==> src/design/sep_pkg.sv <==
// Package for the serial programming-port controller (programmer side).
// Assumes one clock domain (pclk) and an APB slave for software access.
package sep_pkg;
    // ********************************************************************
    // Register map of the controller's own APB registers
    // ********************************************************************
    localparam logic [11:0] ADDR_CTRL = 12'h000;
    localparam logic [11:0] ADDR_CMD = 12'h004;
    localparam logic [11:0] ADDR_RESP = 12'h008;
    localparam logic [11:0] ADDR_STAT = 12'h00c;
    localparam logic [11:0] ADDR_DIV = 12'h010;
    // CTRL bit positions.
    localparam int CTRL_ENTRY = 0;
    localparam int CTRL_GO = 1;
    // STAT bit positions.
    localparam int STAT_BUSY = 0;
    localparam int STAT_DONE = 1;
    localparam int STAT_REFUSED = 2;
    localparam int STAT_FIRST = 3;
    // ********************************************************************
    // Link protocol figures
    // ********************************************************************
    localparam logic [9:0] ENTRY_OPCODE = 10'h34b;
    localparam int ENTRY_BITS = 10;
    localparam int WORD_BITS = 32;
    localparam int CMD_DATA_SEL = 29;
    localparam int CMD_CODE_SEL = 28;
    localparam int CMD_READ = 24;
    localparam logic [31:0] CMD_RSVD_MASK = 32'hcef80000;
    // Sample delay after rising serial clock, in ns, and in pclk cycles.
    localparam int ACCESS_NS = 500;
    localparam int CLK_NS = 4;
    localparam int ACCESS_CYC = (ACCESS_NS + CLK_NS - 1) / CLK_NS;
    localparam logic [15:0] DIV_RESET = 16'h0100;
    typedef enum logic [5:0] {
        ST_IDLE = 6'b000001,
        ST_ENTRY = 6'b000010,
        ST_SHIFT = 6'b000100,
        ST_LAUNCH = 6'b001000,
        ST_WAIT = 6'b010000,
        ST_SETTLE = 6'b100000
    } sep_state_type;
endpackage

==> src/design/sep_sync.sv <==
// Two flip-flop synchroniser for one level from outside the pclk domain.
// Assumes the input is asynchronous to pclk.
`timescale 1ns/1ps
module sep_sync (
    input wire logic pclk,
    input wire logic presetn,
    input wire logic ce,
    input wire logic din,
    output logic dout
);
    logic meta_ff;
    // Only the second stage is read by anyone.
    always_ff @(posedge pclk or negedge presetn) begin
        if (!presetn) begin
            meta_ff <= 1'b0;
            dout <= 1'b0;
        end else if (ce) begin
            meta_ff <= din;
            dout <= meta_ff;
        end
    end
endmodule

==> src/design/sep_clkgen.sv <==
// Serial clock divider: produces one rising and one falling link edge.
// Assumes half_period is at least one; runs only while enable is high.
`timescale 1ns/1ps
module sep_clkgen (
    input wire logic pclk,
    input wire logic presetn,
    input wire logic ce,
    input wire logic run,
    input wire logic [15:0] half_period,
    output logic sclk,
    output logic rise,
    output logic fall
);
    logic [15:0] cnt_ff;
    // Each half period flips the clock; edges are one-cycle strobes.
    always_ff @(posedge pclk or negedge presetn) begin
        if (!presetn) begin
            cnt_ff <= 16'h0000;
            sclk <= 1'b0;
            rise <= 1'b0;
            fall <= 1'b0;
        end else if (ce) begin
            rise <= 1'b0;
            fall <= 1'b0;
            if (!run) begin
                cnt_ff <= 16'h0000;
                sclk <= 1'b0;
            end else if (cnt_ff + 16'h0001 >= half_period) begin
                cnt_ff <= 16'h0000;
                sclk <= ~sclk;
                rise <= ~sclk;
                fall <= sclk;
            end else begin
                cnt_ff <= cnt_ff + 16'h0001;
            end
        end
    end
endmodule

==> src/design/sep_host.sv <==
// Programmer-side controller for the serial programming port.
// Assumes APB from software on pclk and a device pin sout asynchronous to pclk.
//
// Design decisions made here: register access over APB and the register addresses.
`timescale 1ns/1ps
module sep_host (
    input wire logic pclk,
    input wire logic presetn,
    input wire logic ce,
    input wire logic psel,
    input wire logic penable,
    input wire logic pwrite,
    input wire logic [11:0] paddr,
    input wire logic [31:0] pwdata,
    output logic [31:0] prdata,
    output logic pready,
    output logic pslverr,
    output logic load_ff,
    output logic sin_ff,
    output logic sclk_ff,
    input wire logic sout
);
    // ********************************************************************
    // Registers and state
    // ********************************************************************
    sep_pkg::sep_state_type state_ff;
    logic [31:0] cmd_ff;
    logic [31:0] resp_ff;
    logic [31:0] shreg_ff;
    logic [5:0] bits_ff;
    logic [1:0] pulses_ff;
    logic [15:0] div_ff;
    logic done_ff;
    logic refused_ff;
    logic first_ff;
    logic entry_pend_ff;
    logic [7:0] acc_ff;
    logic acc_run_ff;
    logic sout_s;
    logic sclk_w;
    logic rise_w;
    logic fall_w;
    logic run_w;
    logic wr_go;
    logic wr_entry;
    logic bad_cmd;
    logic sample_now;

    // Device serial output crosses into pclk first.
    sep_sync u_sync (
        .pclk(pclk),
        .presetn(presetn),
        .ce(ce),
        .din(sout),
        .dout(sout_s)
    );

    assign run_w = (state_ff == sep_pkg::ST_ENTRY) || (state_ff == sep_pkg::ST_SHIFT)
        || (state_ff == sep_pkg::ST_LAUNCH);

    sep_clkgen u_clk (
        .pclk(pclk),
        .presetn(presetn),
        .ce(ce),
        .run(run_w),
        .half_period(div_ff),
        .sclk(sclk_w),
        .rise(rise_w),
        .fall(fall_w)
    );

    // ********************************************************************
    // APB slave
    // ********************************************************************
    // Answers in the access cycle itself; pready is a flip-flop held high.
    assign wr_go = ce && psel && penable && pwrite && (paddr == sep_pkg::ADDR_CTRL)
        && pwdata[sep_pkg::CTRL_GO];
    assign wr_entry = ce && psel && penable && pwrite && (paddr == sep_pkg::ADDR_CTRL)
        && pwdata[sep_pkg::CTRL_ENTRY];
    assign bad_cmd = |(cmd_ff & sep_pkg::CMD_RSVD_MASK)
        || (cmd_ff[sep_pkg::CMD_DATA_SEL] && cmd_ff[sep_pkg::CMD_CODE_SEL]);

    always_ff @(posedge pclk or negedge presetn) begin
        if (!presetn) begin
            pready <= 1'b0;
            pslverr <= 1'b0;
            prdata <= 32'h00000000;
        end else if (ce) begin
            pready <= 1'b1;
            pslverr <= 1'b0;
            if (psel && !penable && !pwrite) begin
                if (paddr == sep_pkg::ADDR_CMD) begin
                    prdata <= cmd_ff;
                end else if (paddr == sep_pkg::ADDR_RESP) begin
                    prdata <= resp_ff;
                end else if (paddr == sep_pkg::ADDR_STAT) begin
                    prdata <= {28'h0000000, first_ff, refused_ff, done_ff,
                        state_ff != sep_pkg::ST_IDLE};
                end else if (paddr == sep_pkg::ADDR_DIV) begin
                    prdata <= {16'h0000, div_ff};
                end else begin
                    prdata <= 32'h00000000;
                end
            end
        end
    end

    // Command word and clock divider are software-written.
    always_ff @(posedge pclk or negedge presetn) begin
        if (!presetn) begin
            cmd_ff <= 32'h00000000;
            div_ff <= sep_pkg::DIV_RESET;
        end else if (ce && psel && penable && pwrite) begin
            if (paddr == sep_pkg::ADDR_CMD) begin
                cmd_ff <= pwdata;
            end else if (paddr == sep_pkg::ADDR_DIV && pwdata[15:0] != 16'h0000) begin
                div_ff <= pwdata[15:0];
            end
        end
    end

    // ********************************************************************
    // Link sequencer
    // ********************************************************************
    // Access-delay counter: starts on each rising link edge in ST_SHIFT.
    always_ff @(posedge pclk or negedge presetn) begin
        if (!presetn) begin
            acc_ff <= 8'h00;
            acc_run_ff <= 1'b0;
        end else if (ce) begin
            if (rise_w && state_ff == sep_pkg::ST_SHIFT) begin
                acc_ff <= 8'h00;
                acc_run_ff <= 1'b1;
            end else if (acc_run_ff) begin
                acc_ff <= acc_ff + 8'h01;
                if (acc_ff == 8'(sep_pkg::ACCESS_CYC - 1)) begin
                    acc_run_ff <= 1'b0;
                end
            end
        end
    end
    assign sample_now = acc_run_ff && (acc_ff == 8'(sep_pkg::ACCESS_CYC - 1));

    // Main sequencer. Busy requests are ignored and never queued.
    always_ff @(posedge pclk or negedge presetn) begin
        if (!presetn) begin
            state_ff <= sep_pkg::ST_IDLE;
            load_ff <= 1'b0;
            sin_ff <= 1'b0;
            sclk_ff <= 1'b0;
            shreg_ff <= 32'h00000000;
            resp_ff <= 32'h00000000;
            bits_ff <= 6'h00;
            pulses_ff <= 2'h0;
            done_ff <= 1'b0;
            refused_ff <= 1'b0;
            first_ff <= 1'b0;
            entry_pend_ff <= 1'b0;
        end else if (ce) begin
            sclk_ff <= sclk_w;
            case (state_ff)
                sep_pkg::ST_IDLE: begin
                    load_ff <= 1'b0;
                    if (wr_entry) begin
                        // software issues this right after releasing device reset.
                        shreg_ff <= {sep_pkg::ENTRY_OPCODE, 22'h000000};
                        bits_ff <= 6'(sep_pkg::ENTRY_BITS);
                        first_ff <= 1'b1;
                        entry_pend_ff <= 1'b1;
                        done_ff <= 1'b0;
                        state_ff <= sep_pkg::ST_ENTRY;
                    end else if (wr_go) begin
                        done_ff <= 1'b0;
                        if (bad_cmd) begin
                            refused_ff <= 1'b1;
                        end else begin
                            refused_ff <= 1'b0;
                            shreg_ff <= cmd_ff;
                            bits_ff <= 6'(sep_pkg::WORD_BITS);
                            load_ff <= 1'b1;
                            state_ff <= sep_pkg::ST_SHIFT;
                        end
                    end
                end
                sep_pkg::ST_ENTRY: begin
                    // Data changes on falling edge, valid at next rising edge.
                    if (fall_w || bits_ff == 6'(sep_pkg::ENTRY_BITS)) begin
                        if (bits_ff == 6'h00) begin
                            state_ff <= sep_pkg::ST_SETTLE;
                        end else begin
                            sin_ff <= shreg_ff[31];
                            shreg_ff <= {shreg_ff[30:0], 1'b0};
                            bits_ff <= bits_ff - 6'h01;
                        end
                    end
                end
                sep_pkg::ST_SHIFT: begin
                    if (sample_now) begin
                        resp_ff <= {resp_ff[30:0], sout_s};
                    end
                    if (fall_w || bits_ff == 6'(sep_pkg::WORD_BITS)) begin
                        if (bits_ff == 6'h00) begin
                            load_ff <= 1'b0;
                            pulses_ff <= 2'h2;
                            state_ff <= sep_pkg::ST_LAUNCH;
                        end else begin
                            sin_ff <= shreg_ff[31];
                            shreg_ff <= {shreg_ff[30:0], 1'b0};
                            bits_ff <= bits_ff - 6'h01;
                        end
                    end
                end
                sep_pkg::ST_LAUNCH: begin
                    sin_ff <= 1'b0;
                    if (fall_w) begin
                        pulses_ff <= pulses_ff - 2'h1;
                        if (pulses_ff == 2'h1) begin
                            state_ff <= sep_pkg::ST_WAIT;
                        end
                    end
                end
                sep_pkg::ST_WAIT: begin
                    if (sout_s) begin
                        done_ff <= 1'b1;
                        // The first command after entry captured the undefined word.
                        if (entry_pend_ff) begin
                            entry_pend_ff <= 1'b0;
                        end else begin
                            first_ff <= 1'b0;
                        end
                        state_ff <= sep_pkg::ST_IDLE;
                    end
                end
                sep_pkg::ST_SETTLE: begin
                    sin_ff <= 1'b0;
                    done_ff <= 1'b1;
                    state_ff <= sep_pkg::ST_IDLE;
                end
                default: begin
                    state_ff <= sep_pkg::ST_IDLE;
                end
            endcase
        end
    end

    // ********************************************************************
    // Assertions
    // ********************************************************************
    property no_load_wait_p;
        @(posedge pclk) disable iff (!presetn)
        (state_ff == sep_pkg::ST_WAIT) |-> !load_ff;
    endproperty
    load_low_wait_a: assert property (no_load_wait_p)
        else $error("load high while waiting");
    raise_after_ready_a: assert property (@(posedge pclk) disable iff (!presetn)
        $rose(load_ff) |-> $past(state_ff) == sep_pkg::ST_IDLE)
        else $error("load rose outside idle");
    launch_load_low_a: assert property (@(posedge pclk) disable iff (!presetn)
        (state_ff == sep_pkg::ST_LAUNCH) |-> !load_ff)
        else $error("load high during launch");
    shift_load_high_a: assert property (@(posedge pclk) disable iff (!presetn)
        (state_ff == sep_pkg::ST_SHIFT) |-> load_ff)
        else $error("load low during shift");
    refuse_bad_a: assert property (@(posedge pclk) disable iff (!presetn)
        (wr_go && bad_cmd && state_ff == sep_pkg::ST_IDLE) |=> refused_ff && !load_ff)
        else $error("bad command not refused");
    done_on_ready_a: assert property (@(posedge pclk) disable iff (!presetn)
        (ce && state_ff == sep_pkg::ST_WAIT && sout_s) |=> done_ff)
        else $error("done not set on handshake");
    entry_start_a: assert property (@(posedge pclk) disable iff (!presetn)
        (wr_entry && state_ff == sep_pkg::ST_IDLE) |=> state_ff == sep_pkg::ST_ENTRY
        && first_ff)
        else $error("entry not started");
    sample_delay_a: assert property (@(posedge pclk) disable iff (!presetn)
        (ce && rise_w && state_ff == sep_pkg::ST_SHIFT) |=> acc_run_ff && acc_ff == 8'h00)
        else $error("access delay not started");
    cover_entry_c: cover property (@(posedge pclk) state_ff == sep_pkg::ST_ENTRY);
    cover_launch_c: cover property (@(posedge pclk) state_ff == sep_pkg::ST_LAUNCH);
    cover_done_c: cover property (@(posedge pclk) $rose(done_ff));
    cover_refuse_c: cover property (@(posedge pclk) $rose(refused_ff));
endmodule

==> config.mk <==
export PLATFORM = sky130hd
export DESIGN_NAME = sep_host
export DESIGN_NICKNAME = d
export VERILOG_FILES = /design/src/design/sep_pkg.sv /design/src/design/sep_sync.sv /design/src/design/sep_clkgen.sv /design/src/design/sep_host.sv
export SDC_FILE = /design/constraint.sdc
export NUM_CORES = 1
export LEC_CHECK = 0
export BUFFER_PORTS_ARGS = -buffer_cell sky130_fd_sc_hd__buf_2
export CAP_MARGIN = 20
export CORE_MARGIN = 10
export CORE_UTILIZATION = 47
export CTS_BUF_LIST = sky130_fd_sc_hd__clkbuf_16
export DETAILED_ROUTE_END_ITERATION = 6
export PLACE_DENSITY = 0.68
export SLEW_MARGIN = 20
export SYNTH_ARGS = -nofsm -noshare
export SYNTH_HDL_FRONTEND = slang
export SYNTH_SLANG_ARGS = --single-unit
==> constraint.sdc <==
create_clock -name pclk -period 3.4 [get_ports pclk]
set_clock_uncertainty 0.15 [all_clocks]
set_input_delay 0.34 -clock pclk [delete_from_list [all_inputs] [get_ports pclk]]
set_output_delay 0.34 -clock pclk [all_outputs]
set_load 0.005 [all_outputs]
# [After elaboration in Yosys (flattened, before gate mapping)]
# Cells that the tools add are included.
[totals] in_bits=51 output_inout_bits=37 regBits=196 elab_cells=172
[op_classes] bitwise_logic=3 mux=67 n_lt_le_gt_ge=1 reduce_logical=46 n_addsub=4 eq_ne=27
[ops] cell="$mux W32" n=8
[ops] cell="$mux W6" n=16
[ops] cell="$pmux W32 S3" n=1
[ops] cell="$mux W16" n=4
[ops] cell="$pmux W6 S5" n=1
[ops] cell="$mux W1" n=25
[ops] cell="$eq A12 B4 Y1 const B" n=2
[ops] cell="$reduce_and A4 Y1" n=5
[ops] cell="$pmux W6 S3" n=1
[ops] cell="$add A16 B1 Y16 const B" n=1
[ops] cell="$ge A16 B16 Y1" n=1
[ops] cell="$mux W8" n=2
[ops] cell="$reduce_bool A16 Y1" n=1
[ops] cell="$ne A2 B1 Y1 const B" n=7
[ops] cell="$eq A12 B3 Y1 const B" n=1
[ops] cell="$eq A12 B5 Y1 const B" n=1
[ops] cell="$eq A6 B4 Y1 const B" n=2
[ops] cell="$eq A6 B6 Y1 const B" n=2
[ops] cell="$logic_and A1 B1 Y1" n=12
[ops] cell="$logic_not A12 Y1" n=1
[ops] cell="$reduce_and A10 Y1" n=1
[ops] cell="$reduce_and A5 Y1" n=2
[ops] cell="$reduce_or A10 Y1" n=1
[ops] cell="$reduce_bool A3 Y1" n=3
[ops] cell="other kinds (25)" n=47

# [Longest topological paths before layout]
[depth] depth_word=8 mapped_depth=12 ltp_nobuf=10

# [Hierarchy]
# A second synthesis with hierarchy kept.
[hier_totals] cells_unflattened=881 hier_area_um2=9465.3
[modules_own_cells] mod="sep_host" seq_area_each_um2=4381.7 cells_each=715 area_per_inst_um2=7926.4 n_inst=1
[modules_own_cells] mod="sep_clkgen" seq_area_each_um2=475.5 cells_each=162 area_per_inst_um2=1466.4 n_inst=1
[modules_own_cells] mod="sep_sync" seq_area_each_um2=50.0 cells_each=4 area_per_inst_um2=72.6 n_inst=1

# [Worst setup path before layout]
# OpenSTA, ideal clock, no wires.
[synth_path] path_type="flip-flop to flip-flop" start="register u_clk.cnt_ff[2]" end="register u_clk.cnt_ff[11]" required_time_ps=3162 path_buffers=2 arrival_time_ps=3355 path_stages_with_launch=13 setup_ps=88 period_less_slack_ps=3593 path_slack_ps=-193 cell_sequence="dfrtp_1 nand3_1 or4b_2 clkbuf_1 or2_2 xnor2_1 ha_1 a211oi_1 nor2_1 nor4_1 clkbuf_1 nand3_1 o211ai_1"
[synth_via] elab_chain_len=4
[synth_rtl] element="start: declaration" line_no="sep_clkgen.sv:14" source="logic [15:0] cnt_ff;"
[synth_rtl] element="start signal: assignment" line_no="sep_clkgen.sv:34" source="cnt_ff <= cnt_ff + 16'h0001;"
[synth_rtl] element="$add A16 B1 Y16 *" line_no="sep_clkgen.sv:28, sep_clkgen.sv:34"
[synth_rtl] element="$ge A16 B16 Y1" line_no="sep_clkgen.sv:28" source="end else if (cnt_ff + 16'h0001 >= half_period) begin"
[synth_rtl] element="$mux W16 *" line_no="sep_clkgen.sv:28"
[synth_rtl] element="$mux W16 *" line_no="sep_clkgen.sv:25" source="if (!run) begin"
# Mark *: on every way between the ends. The rest lies on a longest branch, timed or not.
# A chain may end at the register's enable or synchronous reset.

# [Worst setup path after layout]
[layout_path] start="register u_clk.cnt_ff[10]" end="register u_clk.cnt_ff[3]"
[layout_via] elab_chain_len=4
[layout_rtl] element="$add A16 B1 Y16" line_no="sep_clkgen.sv:28"
[layout_rtl] element="$ge A16 B16 Y1" line_no="sep_clkgen.sv:28"
[layout_rtl] element="$mux W16" line_no="sep_clkgen.sv:28"
[layout_rtl] element="$mux W16" line_no="sep_clkgen.sv:25"
# No other way between the ends.

==> summary.md <==
| Metric | Value |
|---|---|
| Outcome | `finished, final reports clean` |
| Gr usage total | `0.1734` |
| Final setup vio count | `0` |
| R2R Setup Slk | `between 0.15 and 0.2 ns` |
| Final worst path period share | `0.9472` |
| Synth async-reset ratio | `1.000` |
| Fraction of layout cells with a size suffix above 1 | `0.2892` |
| Yosys warnings | `0` |
| Top cell family by delay on the critical path | `simple AND/OR/NAND/NOR gates` |
| Post-synth EDFFs | `0` |
| Latest clock arrival within the worst-skew pair | `~0.43 ns` |
| CP endpoint kind | `flop` |
| Io pins | `88` |
| Critical path, cell by cell | `and4_1 > or4b_4 > or2_2 > xnor2_1 > ha_1 > a211oi_2 > nor2_1 > nor4_1 > buf_4 > and3_4 > a22o_1` |
| Worst slack, placed | `0.02598 ns` |
| Psw | `1340 uW` |
| DIE HEIGHT | `165 um` |
| Clock power share | `0.388` |
| Syn Inst Count | `a little over 900` |
| Die area | `approximately 0.027 sq mm` |
| Row cnt | `52` |
| Worst hold slack | `approximately 0.024 ns` |
| Hold Path Origin | `pwdata[22]` |
| Clock Tree Root | `clkbuf_16` |
| Vias/cell | `between 5 and 6` |
| Startpoint Class | `flop` |
| Average wire per cell in the routed design | `approximately 18 um` |
| Worst min path class | `in -> reg` |
| Total Power | `between 5000 and 6000 uW` |
| Clk buf depth | `2` |
| Critical Path RT | `about 3.6 ns` |
| # diodes | `0` |
| CTS tree | `built` |
| P_leak | `around 0.0053 uW` |
| Post-synth cell types | `between 60 and 70` |
| Cell internal pwr | `3721 uW` |
| Initial antenna violation count | `0` |
| Max Cap Violations | `0` |
| Critical path fanouts, max | `7` |
| CTS clk-pin slew, worst paths | `0.08 ns` |
| Syn avg cell area | `around 11 sq um` |
| Vias in the first global route | `about 7.4k` |
| Total wire length | `about 23 mm` |
| Clk sink count | `196` |
| CP startpoint | `u_clk.cnt_ff[10]$_DFFE_PN0P_` |
| Seq/Total Area, Yosys | `0.4966` |
| Core area | `slightly above 0.02 sq mm` |
| Synth Flop Type | `dfrtp_1` |
| Crit path buffers/inverters | `1` |
| Vias | `7339` |
| Synthesized area | `0.009882 sq mm` |
| Max stage delay cell, worst path | `or4b_4` |
| Final Max Slew Viols | `0` |
| Setup_tns | `0 ns` |
| Worst slew pin tran | `between 0.7 and 0.8 ns` |
| Syn_nets | `slightly below 1k` |
| Slowest stage delay, CP | `~0.46 ns` |
| Width of the chip | `between 150 and 200 um` |
| Pwr dens | `440.5 mW/mm^2` |
| VDD IR max | `0.2708 mV` |
| Sw frac | `0.2647` |
| Dpl hpwl | `16.41 mm` |
| Final min period | `3.220 ns` |
| Gp weighted congestion | `approximately 0.86` |
| Final WS setup | `0.1797 ns` |
| Initial core utilization | `0.4837` |
| Largest net degree at the start of global routing | `97` |
| Fin. Hold Viols | `0` |
| First-pass GRT wire length | `between 30 and 40 mm` |
| Synth Register Bits | `196` |
| Htree depth | `4` |
| Filler cells | `1758` |
| First DRT Iteration DRCs | `around 610` |
| Logic pwr share | `0.106` |
| Area Growth Syn to Fin | `16.27%` |
| TritonCTS buffer count | `17` |
| Crit Path Category | `reg -> reg` |
| Slew HR | `0.4832` |
| Residual DRC | `0` |
| Post-DRT Antenna Nets | `0` |
| Util after Layout | `0.5624` |
| R2r startpoint | `u_clk.cnt_ff[10]$_DFFE_PN0P_` |
| PortBufs | `86` |
| # nets final | `between 1k and 1.5k` |
| Fmax | `310.5 MHz` |
| CP Data Arrival Time | `~3.4 ns` |
| Unrepaired setup endpoints after global routing | `no` |
| First-pass DRT Iterations | `5` |
| Sequential share of power | `0.506` |
| Grt total ovfl | `0` |
## sequential cells by signal, summed over array words and instances (netlist names), 2 cells and up
register,cells
u_clk.cnt_ff,16
state_ff,6
resp_ff,32
shreg_ff,32
cmd_ff,32
div_ff,16
pulses_ff,2
acc_ff,8
bits_ff,6
prdata,32
## cells in the mapped netlist (13+ instances only)
| cell type | instances | area [sq um] |
|---|---|---|
| o21ai_0 | 46 | 230.2 |
| mux2_4 | 30 | 450.4 |
| nor4_1 | 14 | 87.58 |
| a21oi_1 | 45 | 225.2 |
| ha_1 | 23 | 287.8 |
| nor2_1 | 56 | 210.2 |
| clkbuf_1 | 38 | 142.6 |
| nand2_1 | 94 | 352.8 |
| nand4_1 | 19 | 118.9 |
| mux2_2 | 90 | 1013 |
| buf_2 | 13 | 65.06 |
| inv_1 | 40 | 150.1 |
| dfrtp_1 | 194 | 4855 |
| nand3_1 | 14 | 70.07 |
| a22oi_1 | 17 | 127.6 |
## what timing repair did
action	CTS	global route
buffers inserted	0	1
resized for setup	1	4
endpoints found under the setup margin	7	17
pin swaps	0	2
hold endpoints to repair	108	0
hold buffers	16	0
## cells in the final DEF (no fill, tap or decap), types with 7 or more instances in the layout
cell,count
dlygate4sd3_1,16
xor2_1,9
a21oi_1,45
and3_1,11
o211ai_1,10
mux2_4,30
nor2_1,55
a22o_1,8
nor3_1,8
inv_1,41
a22oi_1,17
ha_1,23
clkbuf_16,17
nand2_1,94
or3_1,10
o21ai_0,45
dfrtp_1,193
buf_2,85
buf_4,33
a31oi_1,7
xnor2_1,11
a222oi_1,12
nand4_1,19
nor4_1,13
nand3_1,12
mux2_2,90
## logic make-up after synthesis
family / after synthesis / share of synthesized area
and+or+nand+nor: 265 / 0.1337
DFF: 196 / 0.4966
AOI/OAI and AO/OA: 187 / 0.1261
muxes: 124 / 0.1522
buffers and inverters: 96 / 0.04419
adders and majority gates: 23 / 0.02912
xor gates and xnor gates: 20 / 0.01773
other: 1 / 0.0003795
## routing by layer
layer / global-route usage / wire [um]
met1: 0.2366 / 10850
met2: 0.2729 / 10970
met3: 0.02987 / 1118
met4: 0.05918 / 505
met5: 0 / 0
## power by group through the flow
stage                     Sequential (uW)  Clock [uW]  Combinational (uW)
after CTS                            2560        2010                 547
after floorplan                      2590           0                 288
final                                2560        1960                 538
after global routing                 2580        2110                 613
after detailed placement             2600           0                 532
after global placement               2600           0                 523
## final timing paths
check                                                    to  cells past startpoint
worst max-delay path            u_clk.cnt_ff[3]$_DFFE_PN0P_                     11
worst min-delay path                 cmd_ff[22]$_DFFE_PN0P_                      2
worst max register to register  u_clk.cnt_ff[3]$_DFFE_PN0P_                     11
worst min register to register           pready$_DFFE_PN0P_                      1
max in group asynchronous           state_ff[0]$_DFFE_PN1P_                      3
min in group asynchronous            prdata[25]$_DFFE_PN0P_                      2
## metrics by stage
| stage | area [sq um] | std cells |
|---|---|---|
| 2_1_floorplan | 9922 | 912 |
| 4_1_cts | 11470 | 1296 |
| 5_1_grt | 11490 | 1297 |
| 6_report | 11490 | 1297 |
| 3_3_place_gp | 10740 | 1248 |
| 3_5_place_dp | 10740 | 1248 |
## final cells by class
cell class	count	area, sq um	share of cell area
Multi-Input combinational cell	620	4593	0.3998
Timing Repair Buffer	139	927.1	0.08069
Inverter	40	150.1	0.01307
Clock buffer	17	425.4	0.03702
Clock inverter	15	147.6	0.01285
Sequential cell	196	4908	0.4272
Tap cell	270	337.8	0.02940
(Power assumes the default switching activity.)
